## config.mk

```make
export PLATFORM = sky130hd
export DESIGN_NAME = dds_phase_core_clock_select
export DESIGN_NICKNAME = d
export VERILOG_FILES = /design/src/dds_pkg.sv /design/src/dds_phase_core_clock_select.sv
export SDC_FILE = /design/constraint.sdc
export NUM_CORES = 1
export LEC_CHECK = 0
export BUFFER_PORTS_ARGS = -buffer_cell sky130_fd_sc_hd__buf_2
export CELL_PAD_IN_SITES_DETAIL_PLACEMENT = 0
export CELL_PAD_IN_SITES_GLOBAL_PLACEMENT = 2
export CORE_MARGIN = 1
export CORE_UTILIZATION = 44
export DETAILED_ROUTE_END_ITERATION = 10
export PLACE_DENSITY = 0.85
export SETUP_SLACK_MARGIN = 0.2
export SYNTH_ARGS = -nofsm -noshare
export SYNTH_HDL_FRONTEND = slang
export SYNTH_SLANG_ARGS = --single-unit
```

## constraint.sdc

```tcl
create_clock -name sys_clk -period 24.1 [get_ports sys_clk]
set_input_delay 4.82 -clock sys_clk [delete_from_list [all_inputs] [get_ports sys_clk]]
set_output_delay 4.82 -clock sys_clk [all_outputs]
set_load 0.005 [all_outputs]
```

## src/dds_pkg.sv

```systemverilog
// Constants, register layout and state codes of the synthesis core.
// Assumes one 125 MHz system clock and a serial configuration port.
package dds_pkg;
  localparam int ACC_W = 32;
  localparam int PHASE_W = 19;
  localparam int DAC_W = 10;
  localparam real CLK_PERIOD_NS = 8.0;
  // Serial addresses and transfer lengths in bits
  localparam logic [4:0] ADDR_CTRL1 = 5'h00;
  localparam logic [4:0] ADDR_CTRL2 = 5'h01;
  localparam logic [4:0] ADDR_TUNE = 5'h04;
  localparam logic [5:0] LEN_CTRL1 = 6'h20;
  localparam logic [5:0] LEN_CTRL2 = 6'h18;
  localparam logic [5:0] LEN_TUNE = 6'h20;
  localparam logic [5:0] LEN_OTHER = 6'h08;
  localparam logic [5:0] LEN_WORD = 6'h20;
  localparam logic [5:0] INSTR_BITS = 6'h08;
  localparam int READ_BIT = 7;
  // First control register fields
  localparam int LSB_FIRST_BIT = 8;
  localparam int SDIO_ONLY_BIT = 9;
  localparam int CLR_BIT = 10;
  // Second control register fields
  localparam int GATE_BIT = 0;
  localparam int XBUF_BIT = 1;
  localparam int MULT_LO = 3;
  localparam int MULT_HI = 7;
  localparam logic [4:0] MULT_MIN = 5'h04;
  localparam logic [4:0] MULT_MAX = 5'h14;
  // Reset values: active clear set, its buffered copy cleared
  localparam logic [31:0] CTRL1_RST = 32'h0000_0400;
  localparam logic [31:0] CTRL1_BUF_RST = 32'h0000_0000;
  localparam logic [23:0] CTRL2_RST = 24'h00_0000;
  localparam logic [31:0] TUNE_RST = 32'h0000_0000;
  localparam logic [18:0] QUARTER_TURN = 19'h2_0000;
  localparam logic [18:0] HALF_TURN = 19'h4_0000;
  localparam logic [9:0] DAC_MID = 10'h200;
  localparam logic [8:0] MAG_MAX = 9'h1FF;
  typedef enum logic [2:0] {
    SER_IDLE = 3'b001,
    SER_INSTR = 3'b010,
    SER_DATA = 3'b100
  } ser_state_t;
endpackage

```

## src/dds_phase_core_clock_select.sv

```systemverilog
// Phase accumulator, cosine mapping, clock source selection and serial port.
// Assumes all serial pins, update strobe and mode pin are asynchronous to sys_clk.
// Operation
// - Tuning increment accumulates into 32-bit phase, wrapping modulo two to thirty-two.
// - Increment is unsigned; values above half alias below Nyquist naturally.
// - Zero increment holds the present phase rather than returning to zero.
// - Clear control bit forces the accumulated phase to zero while active.
// - Active clear resets to one, buffer to zero, until first update.
// - Only the 19 top phase bits feed the cosine mapping.
// - Truncated phase maps through cosine to a 10-bit converter code.
// - Mode pin high enables crystal oscillator as reference source.
// - Mode pin low disables oscillator and buffer, ignores clock gate bit.
// - In oscillator mode, gate bit high stops the core clock.
// - Second control bit one enables the crystal-out buffer.
// - Multiplier field 04h to 14h sets PLL multiplication by that value.
// - Multiplier outside 4 to 20 bypasses and powers down the PLL.
// - Multiplier field steers the PLL regardless of the gate bit.
// - Serial port supports MSB-first and LSB-first order by configuration.
// - Serial port works two-wire bidirectional or three-wire split data.
// - Every configuration register is readable and writable over serial.
// - Serial transfers are honoured only while chip select is low.
// - Resync input high aborts the transfer; new one starts after release.
`timescale 1ns/1ps
module dds_phase_core_clock_select
  import dds_pkg::*;
(
  input wire logic sys_clk,
  input wire logic srst,
  input wire logic ce,
  input wire logic sclk,
  input wire logic chipSelectN,
  input wire logic sdioIn,
  output logic sdioOut,
  output logic sdioOe,
  output logic serialDataOutput,
  input wire logic portResync,
  input wire logic ioUpdate,
  input wire logic oscillatorModePin,
  output logic [dds_pkg::DAC_W-1:0] dacCode,
  output logic [dds_pkg::PHASE_W-1:0] truncatedPhase,
  output logic oscEnable,
  output logic xtalBufEnable,
  output logic synthCoreClockStopped,
  output logic pllEnable,
  output logic [4:0] pllMultiplier
);
  import dds_pkg::*;

  // Two-flop synchronisers; syncA_r is read only by syncB_r
  logic [5:0] syncA_r, syncB_r, syncC_r;
  logic sclkS, csNS, dinS, resyncS, updS, oscModeS, sclkRise, sclkFall, updRise;

  always_ff @(posedge sys_clk)
  begin
    if (srst)
    begin
      syncA_r <= 6'h03;
      syncB_r <= 6'h03;
      syncC_r <= 6'h03;
    end
    else if (ce)
    begin
      syncA_r <= {oscillatorModePin, ioUpdate, portResync, sdioIn, chipSelectN, sclk};
      syncB_r <= syncA_r;
      syncC_r <= syncB_r;
    end
  end

  assign sclkS = syncB_r[0];
  assign csNS = syncB_r[1];
  assign dinS = syncB_r[2];
  assign resyncS = syncB_r[3];
  assign updS = syncB_r[4];
  assign oscModeS = syncB_r[5];
  assign sclkRise = sclkS & ~syncC_r[0];
  assign sclkFall = ~sclkS & syncC_r[0];
  assign updRise = updS & ~syncC_r[4];

  // Active configuration, loaded from buffers on the update strobe
  logic [31:0] ctrl1_r, ctrl1_nxt, tune_r, tune_nxt;
  logic [23:0] ctrl2_r, ctrl2_nxt;
  logic [31:0] ctrl1Buf_r, ctrl1Buf_nxt, tuneBuf_r, tuneBuf_nxt;
  logic [23:0] ctrl2Buf_r, ctrl2Buf_nxt;
  logic lsbFirst, sdioOnly;

  assign lsbFirst = ctrl1_r[LSB_FIRST_BIT];
  assign sdioOnly = ctrl1_r[SDIO_ONLY_BIT];

  // Serial slave
  ser_state_t state_r, state_nxt;
  logic [5:0] cnt_r, cnt_nxt, len_r, len_nxt, idx;
  logic [7:0] ins_r, ins_nxt;
  logic [31:0] rx_r, rx_nxt, tx_r, tx_nxt, wordIn;
  logic isRead_r, isRead_nxt, sdo_r, sdo_nxt;
  logic [4:0] addr_r, addr_nxt;

  always_comb
  begin
    state_nxt = state_r;
    cnt_nxt = cnt_r;
    len_nxt = len_r;
    ins_nxt = ins_r;
    rx_nxt = rx_r;
    tx_nxt = tx_r;
    isRead_nxt = isRead_r;
    sdo_nxt = sdo_r;
    addr_nxt = addr_r;
    ctrl1Buf_nxt = ctrl1Buf_r;
    ctrl2Buf_nxt = ctrl2Buf_r;
    tuneBuf_nxt = tuneBuf_r;
    wordIn = 32'h0000_0000;
    idx = lsbFirst ? cnt_r : len_r - 6'h01 - cnt_r;
    if (csNS || resyncS)
    begin
      state_nxt = SER_IDLE;
      cnt_nxt = 6'h00;
      sdo_nxt = 1'b0;
    end
    else
    begin
      case (state_r)
        SER_IDLE:
        begin
          state_nxt = SER_INSTR;
          cnt_nxt = 6'h00;
        end
        SER_INSTR:
        begin
          if (sclkRise)
          begin
            ins_nxt = lsbFirst ? {dinS, ins_r[7:1]} : {ins_r[6:0], dinS};
            cnt_nxt = cnt_r + 6'h01;
            if (cnt_r == INSTR_BITS - 6'h01)
            begin
              state_nxt = SER_DATA;
              cnt_nxt = 6'h00;
              isRead_nxt = ins_nxt[READ_BIT];
              addr_nxt = ins_nxt[4:0];
              case (ins_nxt[4:0])
                ADDR_CTRL1:
                begin
                  len_nxt = LEN_CTRL1;
                  tx_nxt = ctrl1Buf_r;
                end
                ADDR_CTRL2:
                begin
                  len_nxt = LEN_CTRL2;
                  tx_nxt = {8'h00, ctrl2Buf_r};
                end
                ADDR_TUNE:
                begin
                  len_nxt = LEN_TUNE;
                  tx_nxt = tuneBuf_r;
                end
                default:
                begin
                  len_nxt = LEN_OTHER;
                  tx_nxt = 32'h0000_0000;
                end
              endcase
            end
          end
        end
        SER_DATA:
        begin
          // Read data changes on the falling edge so the master samples on the rising one
          if (sclkFall && isRead_r)
          begin
            sdo_nxt = tx_r[idx[4:0]];
          end
          if (sclkRise)
          begin
            rx_nxt = lsbFirst ? {dinS, rx_r[31:1]} : {rx_r[30:0], dinS};
            cnt_nxt = cnt_r + 6'h01;
            if (cnt_r == len_r - 6'h01)
            begin
              state_nxt = SER_INSTR;
              cnt_nxt = 6'h00;
              wordIn = lsbFirst ? rx_nxt >> (LEN_WORD - len_r) : rx_nxt;
              if (!isRead_r)
              begin
                case (addr_r)
                  ADDR_CTRL1: ctrl1Buf_nxt = wordIn;
                  ADDR_CTRL2: ctrl2Buf_nxt = wordIn[23:0];
                  ADDR_TUNE: tuneBuf_nxt = wordIn;
                  default: ctrl1Buf_nxt = ctrl1Buf_r;
                endcase
              end
            end
          end
        end
        default:
        begin
          state_nxt = SER_IDLE;
        end
      endcase
    end
  end

  always_ff @(posedge sys_clk)
  begin
    if (srst)
    begin
      state_r <= SER_IDLE;
      cnt_r <= 6'h00;
      len_r <= LEN_OTHER;
      ins_r <= 8'h00;
      rx_r <= 32'h0000_0000;
      tx_r <= 32'h0000_0000;
      isRead_r <= 1'b0;
      sdo_r <= 1'b0;
      addr_r <= 5'h00;
      ctrl1Buf_r <= CTRL1_BUF_RST;
      ctrl2Buf_r <= CTRL2_RST;
      tuneBuf_r <= TUNE_RST;
    end
    else if (ce)
    begin
      state_r <= state_nxt;
      cnt_r <= cnt_nxt;
      len_r <= len_nxt;
      ins_r <= ins_nxt;
      rx_r <= rx_nxt;
      tx_r <= tx_nxt;
      isRead_r <= isRead_nxt;
      sdo_r <= sdo_nxt;
      addr_r <= addr_nxt;
      ctrl1Buf_r <= ctrl1Buf_nxt;
      ctrl2Buf_r <= ctrl2Buf_nxt;
      tuneBuf_r <= tuneBuf_nxt;
    end
  end

  // Two-wire mode turns the data pin round only while read data is shifted out
  assign sdioOut = sdo_r;
  assign sdioOe = (state_r == SER_DATA) && isRead_r && !sdioOnly && !csNS;
  assign serialDataOutput = sdo_r;

  // Core: accumulator, cosine mapping and clock selection
  logic [31:0] acc_r, acc_nxt;
  logic [9:0] dac_r, dac_nxt;
  logic [18:0] ph_r, ph_nxt, shifted, inv;
  logic [36:0] prod;
  logic [9:0] mag10;
  logic [8:0] mag;
  logic [4:0] mult;
  logic oscEn_r, oscEn_nxt, xbuf_r, xbuf_nxt, stop_r, stop_nxt, pllEn_r, pllEn_nxt;
  logic [4:0] mult_r, mult_nxt;

  assign mult = ctrl2_r[MULT_HI:MULT_LO];

  always_comb
  begin
    ctrl1_nxt = ctrl1_r;
    ctrl2_nxt = ctrl2_r;
    tune_nxt = tune_r;
    if (updRise)
    begin
      ctrl1_nxt = ctrl1Buf_r;
      ctrl2_nxt = ctrl2Buf_r;
      tune_nxt = tuneBuf_r;
    end
    oscEn_nxt = oscModeS;
    xbuf_nxt = oscModeS & ctrl2_r[XBUF_BIT];
    stop_nxt = oscModeS & ctrl2_r[GATE_BIT];
    pllEn_nxt = (mult >= MULT_MIN) && (mult <= MULT_MAX);
    mult_nxt = pllEn_nxt ? mult : 5'h01;
    acc_nxt = acc_r;
    ph_nxt = ph_r;
    dac_nxt = dac_r;
    // Approximation 4u(1-u) of the half sine; peak error near 5.6 percent
    shifted = ph_r + QUARTER_TURN;
    inv = HALF_TURN - {1'b0, shifted[17:0]};
    prod = {19'h0_0000, shifted[17:0]} * {18'h0_0000, inv};
    mag10 = prod[34:25];
    mag = mag10[9] ? MAG_MAX : mag10[8:0];
    if (!stop_r)
    begin
      if (ctrl1_r[CLR_BIT])
      begin
        acc_nxt = 32'h0000_0000;
      end
      else
      begin
        acc_nxt = acc_r + tune_r;
      end
      ph_nxt = acc_nxt[ACC_W-1:ACC_W-PHASE_W];
      dac_nxt = shifted[18] ? DAC_MID - {1'b0, mag} : DAC_MID + {1'b0, mag};
    end
  end

  always_ff @(posedge sys_clk)
  begin
    if (srst)
    begin
      ctrl1_r <= CTRL1_RST;
      ctrl2_r <= CTRL2_RST;
      tune_r <= TUNE_RST;
      acc_r <= 32'h0000_0000;
      ph_r <= 19'h0_0000;
      dac_r <= 10'h000;
      oscEn_r <= 1'b0;
      xbuf_r <= 1'b0;
      stop_r <= 1'b0;
      pllEn_r <= 1'b0;
      mult_r <= 5'h01;
    end
    else if (ce)
    begin
      ctrl1_r <= ctrl1_nxt;
      ctrl2_r <= ctrl2_nxt;
      tune_r <= tune_nxt;
      acc_r <= acc_nxt;
      ph_r <= ph_nxt;
      dac_r <= dac_nxt;
      oscEn_r <= oscEn_nxt;
      xbuf_r <= xbuf_nxt;
      stop_r <= stop_nxt;
      pllEn_r <= pllEn_nxt;
      mult_r <= mult_nxt;
    end
  end

  assign dacCode = dac_r;
  assign truncatedPhase = ph_r;
  assign oscEnable = oscEn_r;
  assign xtalBufEnable = xbuf_r;
  assign synthCoreClockStopped = stop_r;
  assign pllEnable = pllEn_r;
  assign pllMultiplier = mult_r;
endmodule

```

# == Word-level counts from Yosys, hierarchy flattened ==
# Index checks and enable logic that the tools add are counted.
# Widths: inputs -> output; s select.
# classes
add_sub_neg,9
mul,1
n_lt_le_gt_ge,3
n_eq_ne,13
shifts,1
muxes,27
bitwise,11
n_reduce_logical,25
# ops
op,n
$mux 32,3
$pmux 32 s3,1
$mul 18x19->35,1
$add 32x32->32,1
$shr 32x6->32,1
$mux 6,5
$reduce_and 7->1,3
$add 19x18->19 const B,1
$sub 19x18->19 const A,1
$pmux 6 s3,1
$mux 3,5
$ne 3x3->1 const B,4
$pmux 6 s2,1
$reduce_and 4->1,3
$add 10x9->10 const A,1
$eq 5x1->1 const B,2
$eq 5x3->1 const B,2
$logic_not 5->1,2
$mux 10,1
$mux 5,2
$reduce_and 5->1,2
$sub 10x9->10 const A,1
$mux 9,1
$pmux 3 s3,1
other kinds (25),44
# word_totals
reg_bits,320
inputBits,9
output_inout_bits,41

# == Longest topological paths before layout ==
# Gate-level depths: netlist (run 1).
# depth
ltp_word,8
ltp_mapped,35

# == Worst setup path after synthesis (run 1) ==
# OpenSTA, ideal clock, no wires.
# synth_timing
kind,register -> register
from,"register, netlist name acc_r[13]"
to,register dac_r[8] (netlist: dacCode[8])
setup_ns,0.086
arrival_ns,8.358
slack_ns,15.656
stages_incl_launch_ff,33
path_buffers,1
cell_sequence,dfxtp_1 clkinv_1 ha_1 nor3b_1 nor3b_1 nand2_1 or3_1 or3_1 nor3_1 ha_1 clkbuf_1 nand2b_1 fa_1 fa_1 fa_1 inv_1 fa_1 fa_1 inv_1 fa_1 inv_1 ha_1 and3_1 a221oi_1 o21ai_1 a2111oi_0 nor3_1 nor2_1 ha_1 nand4b_1 o41ai_1 xor2_1 a211oi_1
# synth_rtl
item,line_no,rtl
end signal: assignment,dds_phase_core_clock_select.sv:315,dac_r <= dac_nxt;
end: declaration,dds_phase_core_clock_select.sv:241,"logic [9:0] dac_r, dac_nxt;"

==> results.ini, run 1 <==
[placed_design]
dpl.cell_count = 3586
portBuffers = 49
pre_cts_ws_ps = 14350
placed_area_um2 = 25900
place_hpwl_mm = 49.9
place_congestion = 0.848

[logic_synthesis]
synthesis.area_um2 = 25100
synth_top_area_frac = 0.228
yosys.area.top_type = dfxtp_1
yosys_warnings = 0
ys_top_cells_by_area = dfxtp_1 23%, fa_1 21%, ha_1 7.6%
synth_cells = 2918
ys_types = 80
ys_async_sr_fraction = 0
dominantRegCellSynth = dfxtp_1
avgSynthCellArea_um2 = 8.61
ys_seq_elements = 286
synth-edff-count = 0
ys_seq_area_frac = 0.228

[drt]
vias = 19400
final_antenna_net_count = 0
drtIter0Drc = 1119
drc_errors = 0
drt_pass1_iterations = 5
totalWireLength_mm = 66.9
wire_per_inst_um = 18.4
via_per_inst = 5.34

[floorplan]
boundaryPins = 50
die_w_um = 241
die_area_um2 = 58100
initial_utilization = 0.446
die_h_um = 241
rows = 87
core_area_um2 = 56400

[worst_hold_path]
hold_class = reg2reg

[setup_path]
slowest_delay_ps = 710
criticalPathCategory = reg2reg
crit_path_frequent_cell = inv_1
endpoint_kind = flop
startpoint_type = flop
cp_data_arrival_time_ps = 10150
cp_max_fo = 17
cp.required_ps = 24520
cpMaxStageDelayCell = nor3_1

[global_route]
grt_usage = 0.235
antenna_found_initial = 1
grt_max_degree = 105
grt_pass1_vias = 19600
overflow = 0
grt_pass1_wl_mm = 107

[timing]
finalSetupViolations = 0
timing.fmax_mhz = 103
clock-skew-final_ps = 21.8
hold_viol = 0
final_max_slew_viol_count = 0
slew_headroom = 0.272
rsz0062_at_grt = no
tightest_slew_ps = 1080
post-route-period-util = 0.404
period_needed_ps = 9730
finalSetupTns_ps = 0
timing.final.ws_setup_ps = 14370

[clock_network]
clock_sinks = 286
postCtsSetupBuffers = 0
ctsHoldBuffers = 0
htree_levels = 2
ctsRootBufferMaster = clkbuf_16
cts_made_buffers = 34
clk_path_buf_depth = 3
ctsResizeCount = 0
clk-insertion-delay-late_ps = 520
clk_pin_slew_ps = 60
cts_tree = built

[layout]
seq_area_um2 = 5730
fillers = 5574
stdcell_area_um2 = 27000
layout-drive-gt1-share = 0.0679
syn_to_final_growth_pct = 7.35
final_util = 0.478
antenna_cells = 0
stdcell_count = 3643
multi_input_area_um2 = 17200
layout.nets = 3296

[outcome]
outcome = finished clean

[pwr]
leakagePower_nw = 11.9
peakVddDrop_mv = 0.0520
power_density_nw_per_um2 = 37.5

[job]
maxCapViolations = 0

[report_power, final]
group          leakage, nW  total (mW)  internal [mW]  switching (mW)
sequential            2.31       0.478          0.476         0.00247
clock                0.528       0.495          0.295           0.200
combinational         9.01      0.0390         0.0128          0.0262
[routing by layer]
metal  global-route usage  vias to the layer above  share of wire
met5                    0                        -              0
met4               0.0905                        0          0.039
li1                     -                     9411              -
met3               0.0212                      113          0.033
met2                0.412                      324           0.50
met1                0.297                     9600           0.43
[worst max-delay path: cells and delay by family, from the launching register on]
family                     cells  cell delay [ps]
xor gates and xnor gates       1              140
AOI/OAI and AO/OA              5             1500
DFF                            1              680
adders and majority gates     10             4540
and+or+nand+nor               10             1960
buffers and inverters          8              790
[flip-flops by register name (all words and copies together) (netlist names), 2 cells and up]
| name | cells |
|---|---|
| len_r | 3 |
| ins_r | 8 |
| tuneBuf_r | 32 |
| dacCode | 10 |
| pllMultiplier | 5 |
| ctrl1Buf_r | 32 |
| state_r | 3 |
| ctrl2_r | 7 |
| addr_r | 5 |
| acc_r | 32 |
| rx_r | 32 |
| cnt_r | 6 |
| syncC_r | 2 |
| syncB_r | 6 |
| tune_r | 32 |
| syncA_r | 6 |
| tx_r | 32 |
| ctrl1_r | 3 |
| ctrl2Buf_r | 24 |
[placed cells by master, fill, tap and decap left out, types with 47 or more instances in the layout]
cell type	n
a211oi_1	135
a21oi_1	135
buf_2	48
dfxtp_1	285
fa_1	269
ha_1	152
inv_1	396
mux2i_1	56
nand2_1	172
nand2b_1	128
nor2_1	291
nor2b_1	172
nor3_1	47
o21ai_0	65
[logic make-up (layout without fill, tap and decap cells)]
| logic type | Yosys count | in the layout | share of synthesized area |
|---|---|---|---|
| other | 2 | 14 | 0.000299 |
| adders and majority gates | 421 | 421 | 0.290 |
| xor gates and xnor gates | 53 | 53 | 0.0185 |
| buffers and inverters | 587 | 544 | 0.0909 |
| DFF | 286 | 286 | 0.228 |
| and+or+nand+nor | 943 | 943 | 0.188 |
| AOI/OAI and AO/OA | 549 | 549 | 0.149 |
| muxes | 77 | 77 | 0.0353 |
[layout make-up]
class                      count  share of cell area
multi-input combinational   2057               0.637
sequential                   286               0.212
inverter                     399              0.0555
clock buffer                  49              0.0366
tap                          756              0.0351
timing repair buffer          88              0.0203
clock inverter                 8             0.00278
[path summary, 6_finish.rpt]
kind	start	end	slack, ps	cells past startpoint
setup / recovery	acc_r[14]$_SDFFE_PP0P_	dacCode[8]$_SDFFE_PP0P_	14370	34
hold / removal	dacCode[3]$_SDFFE_PP0P_	dacCode[3]$_SDFFE_PP0P_	460	2
setup reg to reg	acc_r[14]$_SDFFE_PP0P_	dacCode[8]$_SDFFE_PP0P_	14370	34
hold reg to reg	dacCode[3]$_SDFFE_PP0P_	dacCode[3]$_SDFFE_PP0P_	460	2
[through the flow]
stage | hold WS, ps | total power [mW]
finish | 461 | 1.01
global route | 478 | 1.05
CTS | 464 | 1.03
detailed placement | 455 | 0.528
global placement | 443 | 0.527
floorplan | 431 | 0.516
[cell usage after synthesis (all sizes together), types with 11 or more instances]
cell      n
mux2i    56
and2     31
nor2    291
xnor2    34
dfxtp   286
nand3    23
buf      32
inv     397
nor2b   172
nand3b   11
a22oi    46
a21o     37
a211oi  138
o21ai    71
ha      152
a21oi   137
clkbuf  156
nor3     51
xor2     19
a22o     21
mux2     13
fa      269
nand2   173
o22ai    12
and3     14
nand2b  128
No activity file was read; power rests on OpenSTA's default activity.
==> inputs of run 2 (changes only) <==
- CORE_UTILIZATION: 44 -> 37
- PLACE_DENSITY: 0.85 -> 0.75
- clock period: 24.1 -> 8.9 ns (I/O delays scaled with it)
==> run 2 against run 1 <==
Utilization shrank 6.2 points. Global-route usage shrank 2.8 points. Wire length up 5.8%. Clock power rose to 2.8 times the previous value. Final cell count is 4.9% higher. Register-to-register slack got worse by 14000 ps. First-iteration DRC count is 11% lower. Via count up 0.89%. Power rose to 2.8 times the previous value. Flip-flop and latch count stayed put. Design area rose by 3.6%. Clock-buffer cell count increased by 2. Critical endpoint is now dacCode[5]$_SDFFE_PP0P_.
==> results.ini, run 2 (synthesized netlist as in run 1, its figures left out) <==
[floorplan]
boundaryPins = 50
initial_utilization = 0.374
rows = 95
die_area_um2 = 69000
die_w_um = 263
core_area_um2 = 67200
die_h_um = 263

[clock_network]
cts_made_buffers = 37
clock_sinks = 286
clk_pin_slew_ps = 60
clk-insertion-delay-late_ps = 560
cts_tree = built
ctsRootBufferMaster = clkbuf_16
htree_levels = 2
clk_path_buf_depth = 3

[global_route]
grt_use_met1 = 0.272
grt_use_met3 = 0.0201
grt.busiest_layer = met2
antenna_found_initial = 2
grt_usage = 0.206
grt_pass1_vias = 20300
grt_pass1_wl_mm = 114
grt_max_degree = 119
overflow = 0
grtUsageMet2 = 0.359

[drt]
drc_errors = 0
final_antenna_net_count = 0
via_per_inst = 5.14
totalWireLength_mm = 70.8
vias = 19600
wire_per_inst_um = 18.5
drt_pass1_iterations = 5
drtIter0Drc = 996

[layout]
antenna_cells = 0
seq_area_um2 = 5730
fillers = 6703
layout.nets = 3353
multi_input_area_um2 = 17500
layout-drive-gt1-share = 0.104
stdcell_area_um2 = 28000
final_common_cell = inv_1
layout_common_cells = 395 x inv_1, 289 x nor2_1, 284 x dfxtp_1
syn_to_final_growth_pct = 11.2

[setup_path]
r2r-end = dacCode[5]$_SDFFE_PP0P_
cpMaxStageDelayCell = fa_1
criticalPathCategory = reg2reg
cp_num_buf_inv = 7
startpoint_type = flop
slowest_delay_ps = 560
cp.required_ps = 9380
crit_path_frequent_cell = fa_1
endpoint_kind = flop
reg2reg_depth = 33
cp.depth = 33
cp_data_arrival_time_ps = 8880
r2r_slack_ps = 510
reg2reg_from = acc_r[13]$_SDFFE_PP0P_
cp_top_family = adder cells
cp_max_fo = 8

[timing]
final_max_slew_viol_count = 0
rsz0062_at_grt = no
slew_headroom = 0.309
post-route-period-util = 0.943
period_needed_ps = 8390
timing.fmax_mhz = 119
finalSetupTns_ps = 0
finalSetupViolations = 0
tightest_slew_ps = 1030
hold_viol = 0
whs_ps = 455
clock-skew-final_ps = 34.4

[pwr]
leakagePower_nw = 12.2
peakVddDrop_mv = 0.165
power_density_nw_per_um2 = 101

[placed_design]
place_congestion = 0.841
portBuffers = 49
placed_area_um2 = 26300
place_hpwl_mm = 53.1

[worst_hold_path]
hold_end = tune_r[26]$_SDFFE_PP0P_
hp-start = tune_r[26]$_SDFFE_PP0P_
hold_class = reg2reg
min_path_cells = 2

[job]
maxCapViolations = 0

[outcome]
outcome = finished clean

## run 2: changes by cell type in the layout (fill, tap and decap cells not counted), sizes merged
cell      previous run  this run
clkinv               7        10
clkbuf              50        53
inv                399       400
clkinvlp             0         2
buf                 87       140
bufinv               1         0
## run 2: cell type report
cell class | count | share of cell area
Inverter | 399 | 0.0536
Clock buffer | 51 | 0.0368
Clock inverter | 13 | 0.00394
Multi-Input combinational cell | 2057 | 0.627
Timing Repair Buffer | 142 | 0.0351
Sequential cell | 286 | 0.205
Tap cell | 873 | 0.0391
## run 2: worst register-to-register path, delay by kind of cell, from the launching register on
family	cells	cell delay, ps
fa+ha+maj	9	3840
simple gates	8	1670
compound gates	7	1540
buf+inv	7	550
flops	1	330
xor+xnor	1	290
mux	1	120
## run 2: how the worst max path moves through the flow
stage | startpoint | to | slack (ps)
after floorplan | acc_r[13]$_SDFFE_PP0P_ | dacCode[8]$_SDFFE_PP0P_ | 460
after global placement | acc_r[13]$_SDFFE_PP0P_ | dacCode[8]$_SDFFE_PP0P_ | 300
after detailed placement | acc_r[13]$_SDFFE_PP0P_ | dacCode[8]$_SDFFE_PP0P_ | 90
after CTS | acc_r[13]$_SDFFE_PP0P_ | dacCode[8]$_SDFFE_PP0P_ | 220
after global routing | acc_r[13]$_SDFFE_PP0P_ | dacCode[7]$_SDFFE_PP0P_ | 140
final | acc_r[13]$_SDFFE_PP0P_ | dacCode[5]$_SDFFE_PP0P_ | 510
## run 2: repair_timing
action,4_1_cts,5_1_grt
gates resized for setup,4,67
hold buffers,0,0
pin swaps,1,28
setup buffers,1,14
gates cloned,0,1
endpoints found under the setup margin,6,10
## run 2: through the flow
stage	cells	setup WS, ps	utilization	power, mW
after floorplan	2930	456	-	1.40
after global placement	3741	304	0.392	1.43
after detailed placement	3741	87.2	0.392	1.43
after CTS	3806	223	0.410	2.86
after global routing	3821	141	0.416	2.93
final	3821	509	0.416	2.82
## run 2: power by group
| group | total, mW | internal [mW] | switching (mW) |
|---|---|---|---|
| Combinational | 0.111 | 0.0378 | 0.0737 |
| Sequential | 1.30 | 1.29 | 0.00727 |
| Clock | 1.41 | 0.815 | 0.599 |
| Total | 2.82 | 2.14 | 0.680 |
## run 2: per-layer routing
| metal | vias to the layer above | routed length, um |
|---|---|---|
| li1 | 9534 | - |
| met1 | 9725 | 32300 |
| met2 | 268 | 34700 |
| met3 | 95 | 1910 |
| met4 | 0 | 1840 |
| met5 | - | 0 |
==> inputs of run 3 (changes only) <==
- CAP_MARGIN: default -> 20
- CORE_UTILIZATION: 37 -> 41
- PLACE_DENSITY: 0.75 -> 0.79
- clock period: 8.9 -> 9.1 ns (I/O delays scaled with it)
==> run 3 against run 2 <==
Worst hold slack better by 5.9 ps. Via count shrank 0.78%. Register-to-register slack about the same. Wire length fell by 1.6%.
==> results.ini, run 3 (synthesized netlist as in run 1, its figures left out) <==
[global_route]
grt_pass1_vias = 20100
overflow = 0
grt_pass1_wl_mm = 112
grt_usage = 0.225
antenna_found_initial = 1
grt_max_degree = 101

[layout]
fillers = 5993
syn_to_final_growth_pct = 8.83
final_util = 0.452
stdcell_area_um2 = 27300
stdcell_count = 3691
final_common_cell = inv_1
layout_common_cells = 396 x inv_1, 289 x nor2_1, 285 x dfxtp_1
antenna_cells = 0
layout-drive-gt1-share = 0.0846
layout.nets = 3321

[drt]
drt_pass1_iterations = 4
via_per_inst = 5.27
wire_per_inst_um = 18.9
totalWireLength_mm = 69.7
final_antenna_net_count = 0
vias = 19500
drtIter0Drc = 879
drc_errors = 0

[clock_network]
clk_pin_slew_ps = 60
ctsHoldBuffers = 0
clk_path_buf_depth = 3
cts_made_buffers = 34
htree_levels = 2
clk-insertion-delay-late_ps = 530
ctsRootBufferMaster = clkbuf_16
clock_sinks = 286
cts_tree = built

[timing]
finalSetupViolations = 0
whs_ps = 461
timing.final.ws_setup_ps = 498
finalSetupTns_ps = 0
rsz0062_at_grt = no
tightest_slew_ps = 1070
slew_headroom = 0.283
post-route-period-util = 0.945
final_max_slew_viol_count = 0
timing.fmax_mhz = 116
hold_viol = 0
period_needed_ps = 8600
clock-skew-final_ps = 21.8

[setup_path]
crit_start = acc_r[14]$_SDFFE_PP0P_
cp_max_fo = 15
slowest_delay_ps = 510
criticalPathCategory = reg2reg
crit_path_frequent_cell = fa_1
cp.required_ps = 9540
endpoint_kind = flop
cpMaxStageDelayCell = fa_1
reg2reg_from = acc_r[14]$_SDFFE_PP0P_
startpoint_type = flop
cp_data_arrival_time_ps = 9040

[floorplan]
initial_utilization = 0.416
die_w_um = 250
boundaryPins = 50
die_h_um = 250
core_area_um2 = 60500
rows = 90
die_area_um2 = 62300

[placed_design]
place_congestion = 0.860
placed_area_um2 = 26100
pre_cts_ws_ps = 194
dpl.cell_count = 3634
portBuffers = 49
place_hpwl_mm = 52.5

[worst_hold_path]
hp-start = dacCode[3]$_SDFFE_PP0P_
hold_class = reg2reg

[pwr]
power_density_nw_per_um2 = 98.6
power_mw = 2.70
peakVddDrop_mv = 0.104
leakagePower_nw = 12.0

[job]
maxCapViolations = 0

[outcome]
outcome = finished clean

-- run 3: changes by cell type in the layout (fill, tap and decap cells not counted), moves of 5 or more --
cell      previous run  this run
buf_4               90        64
ha_1               137       145
clkbuf_1             9         4
ha_4                 7         2
-- run 3: what timing repair did --
item / 4_1_cts / 5_1_grt
resized for setup: 2 / 29
setup buffers: 0 / 3
pin swaps: 0 / 6
endpoints found under the setup margin: 2 / 9
-- run 3: worst max-delay path: cells and delay by family, from the launching register on --
| family | cells | cell delay (ps) |
|---|---|---|
| AO/OA/AOI/OAI | 4 | 730 |
| buffers and inverters | 7 | 810 |
| AND/OR/NAND/NOR | 14 | 3080 |
| adder cells (fa/ha/maj) | 8 | 3530 |
| flip-flops | 1 | 310 |
-- run 3: final cells by class --
type,count,area [um^2],area share
clock inverter,10,116,0.00425
tap,782,978,0.0358
timing repair buffer,113,734,0.0269
clock buffer,44,948,0.0347
inverter,399,1500,0.0548
multi-input combinational,2057,17300,0.634
sequential,286,5730,0.209
-- run 3: path summary, 6_finish.rpt --
check,end,slack (ps),cells after the start
min reg2reg,dacCode[3]$_SDFFE_PP0P_,460,2
min,dacCode[3]$_SDFFE_PP0P_,460,2
max,dacCode[7]$_SDFFE_PP0P_,500,33
max reg2reg,dacCode[7]$_SDFFE_PP0P_,500,33
-- run 3: routing by layer --
| layer | part of all wire | GRT usage | wire length (um) | vias up |
|---|---|---|---|---|
| met5 | 0 | 0 | 0 | - |
| met4 | 0.029 | 0.0750 | 2030 | 0 |
| met3 | 0.030 | 0.0239 | 2060 | 97 |
| met2 | 0.50 | 0.395 | 34500 | 299 |
| met1 | 0.45 | 0.288 | 31100 | 9596 |
| li1 | - | - | - | 9476 |
-- run 3: power by group --
group | switching (mW) | internal (mW)
registers | 0.00677 | 1.26
clock network | 0.536 | 0.788
logic | 0.0717 | 0.0356
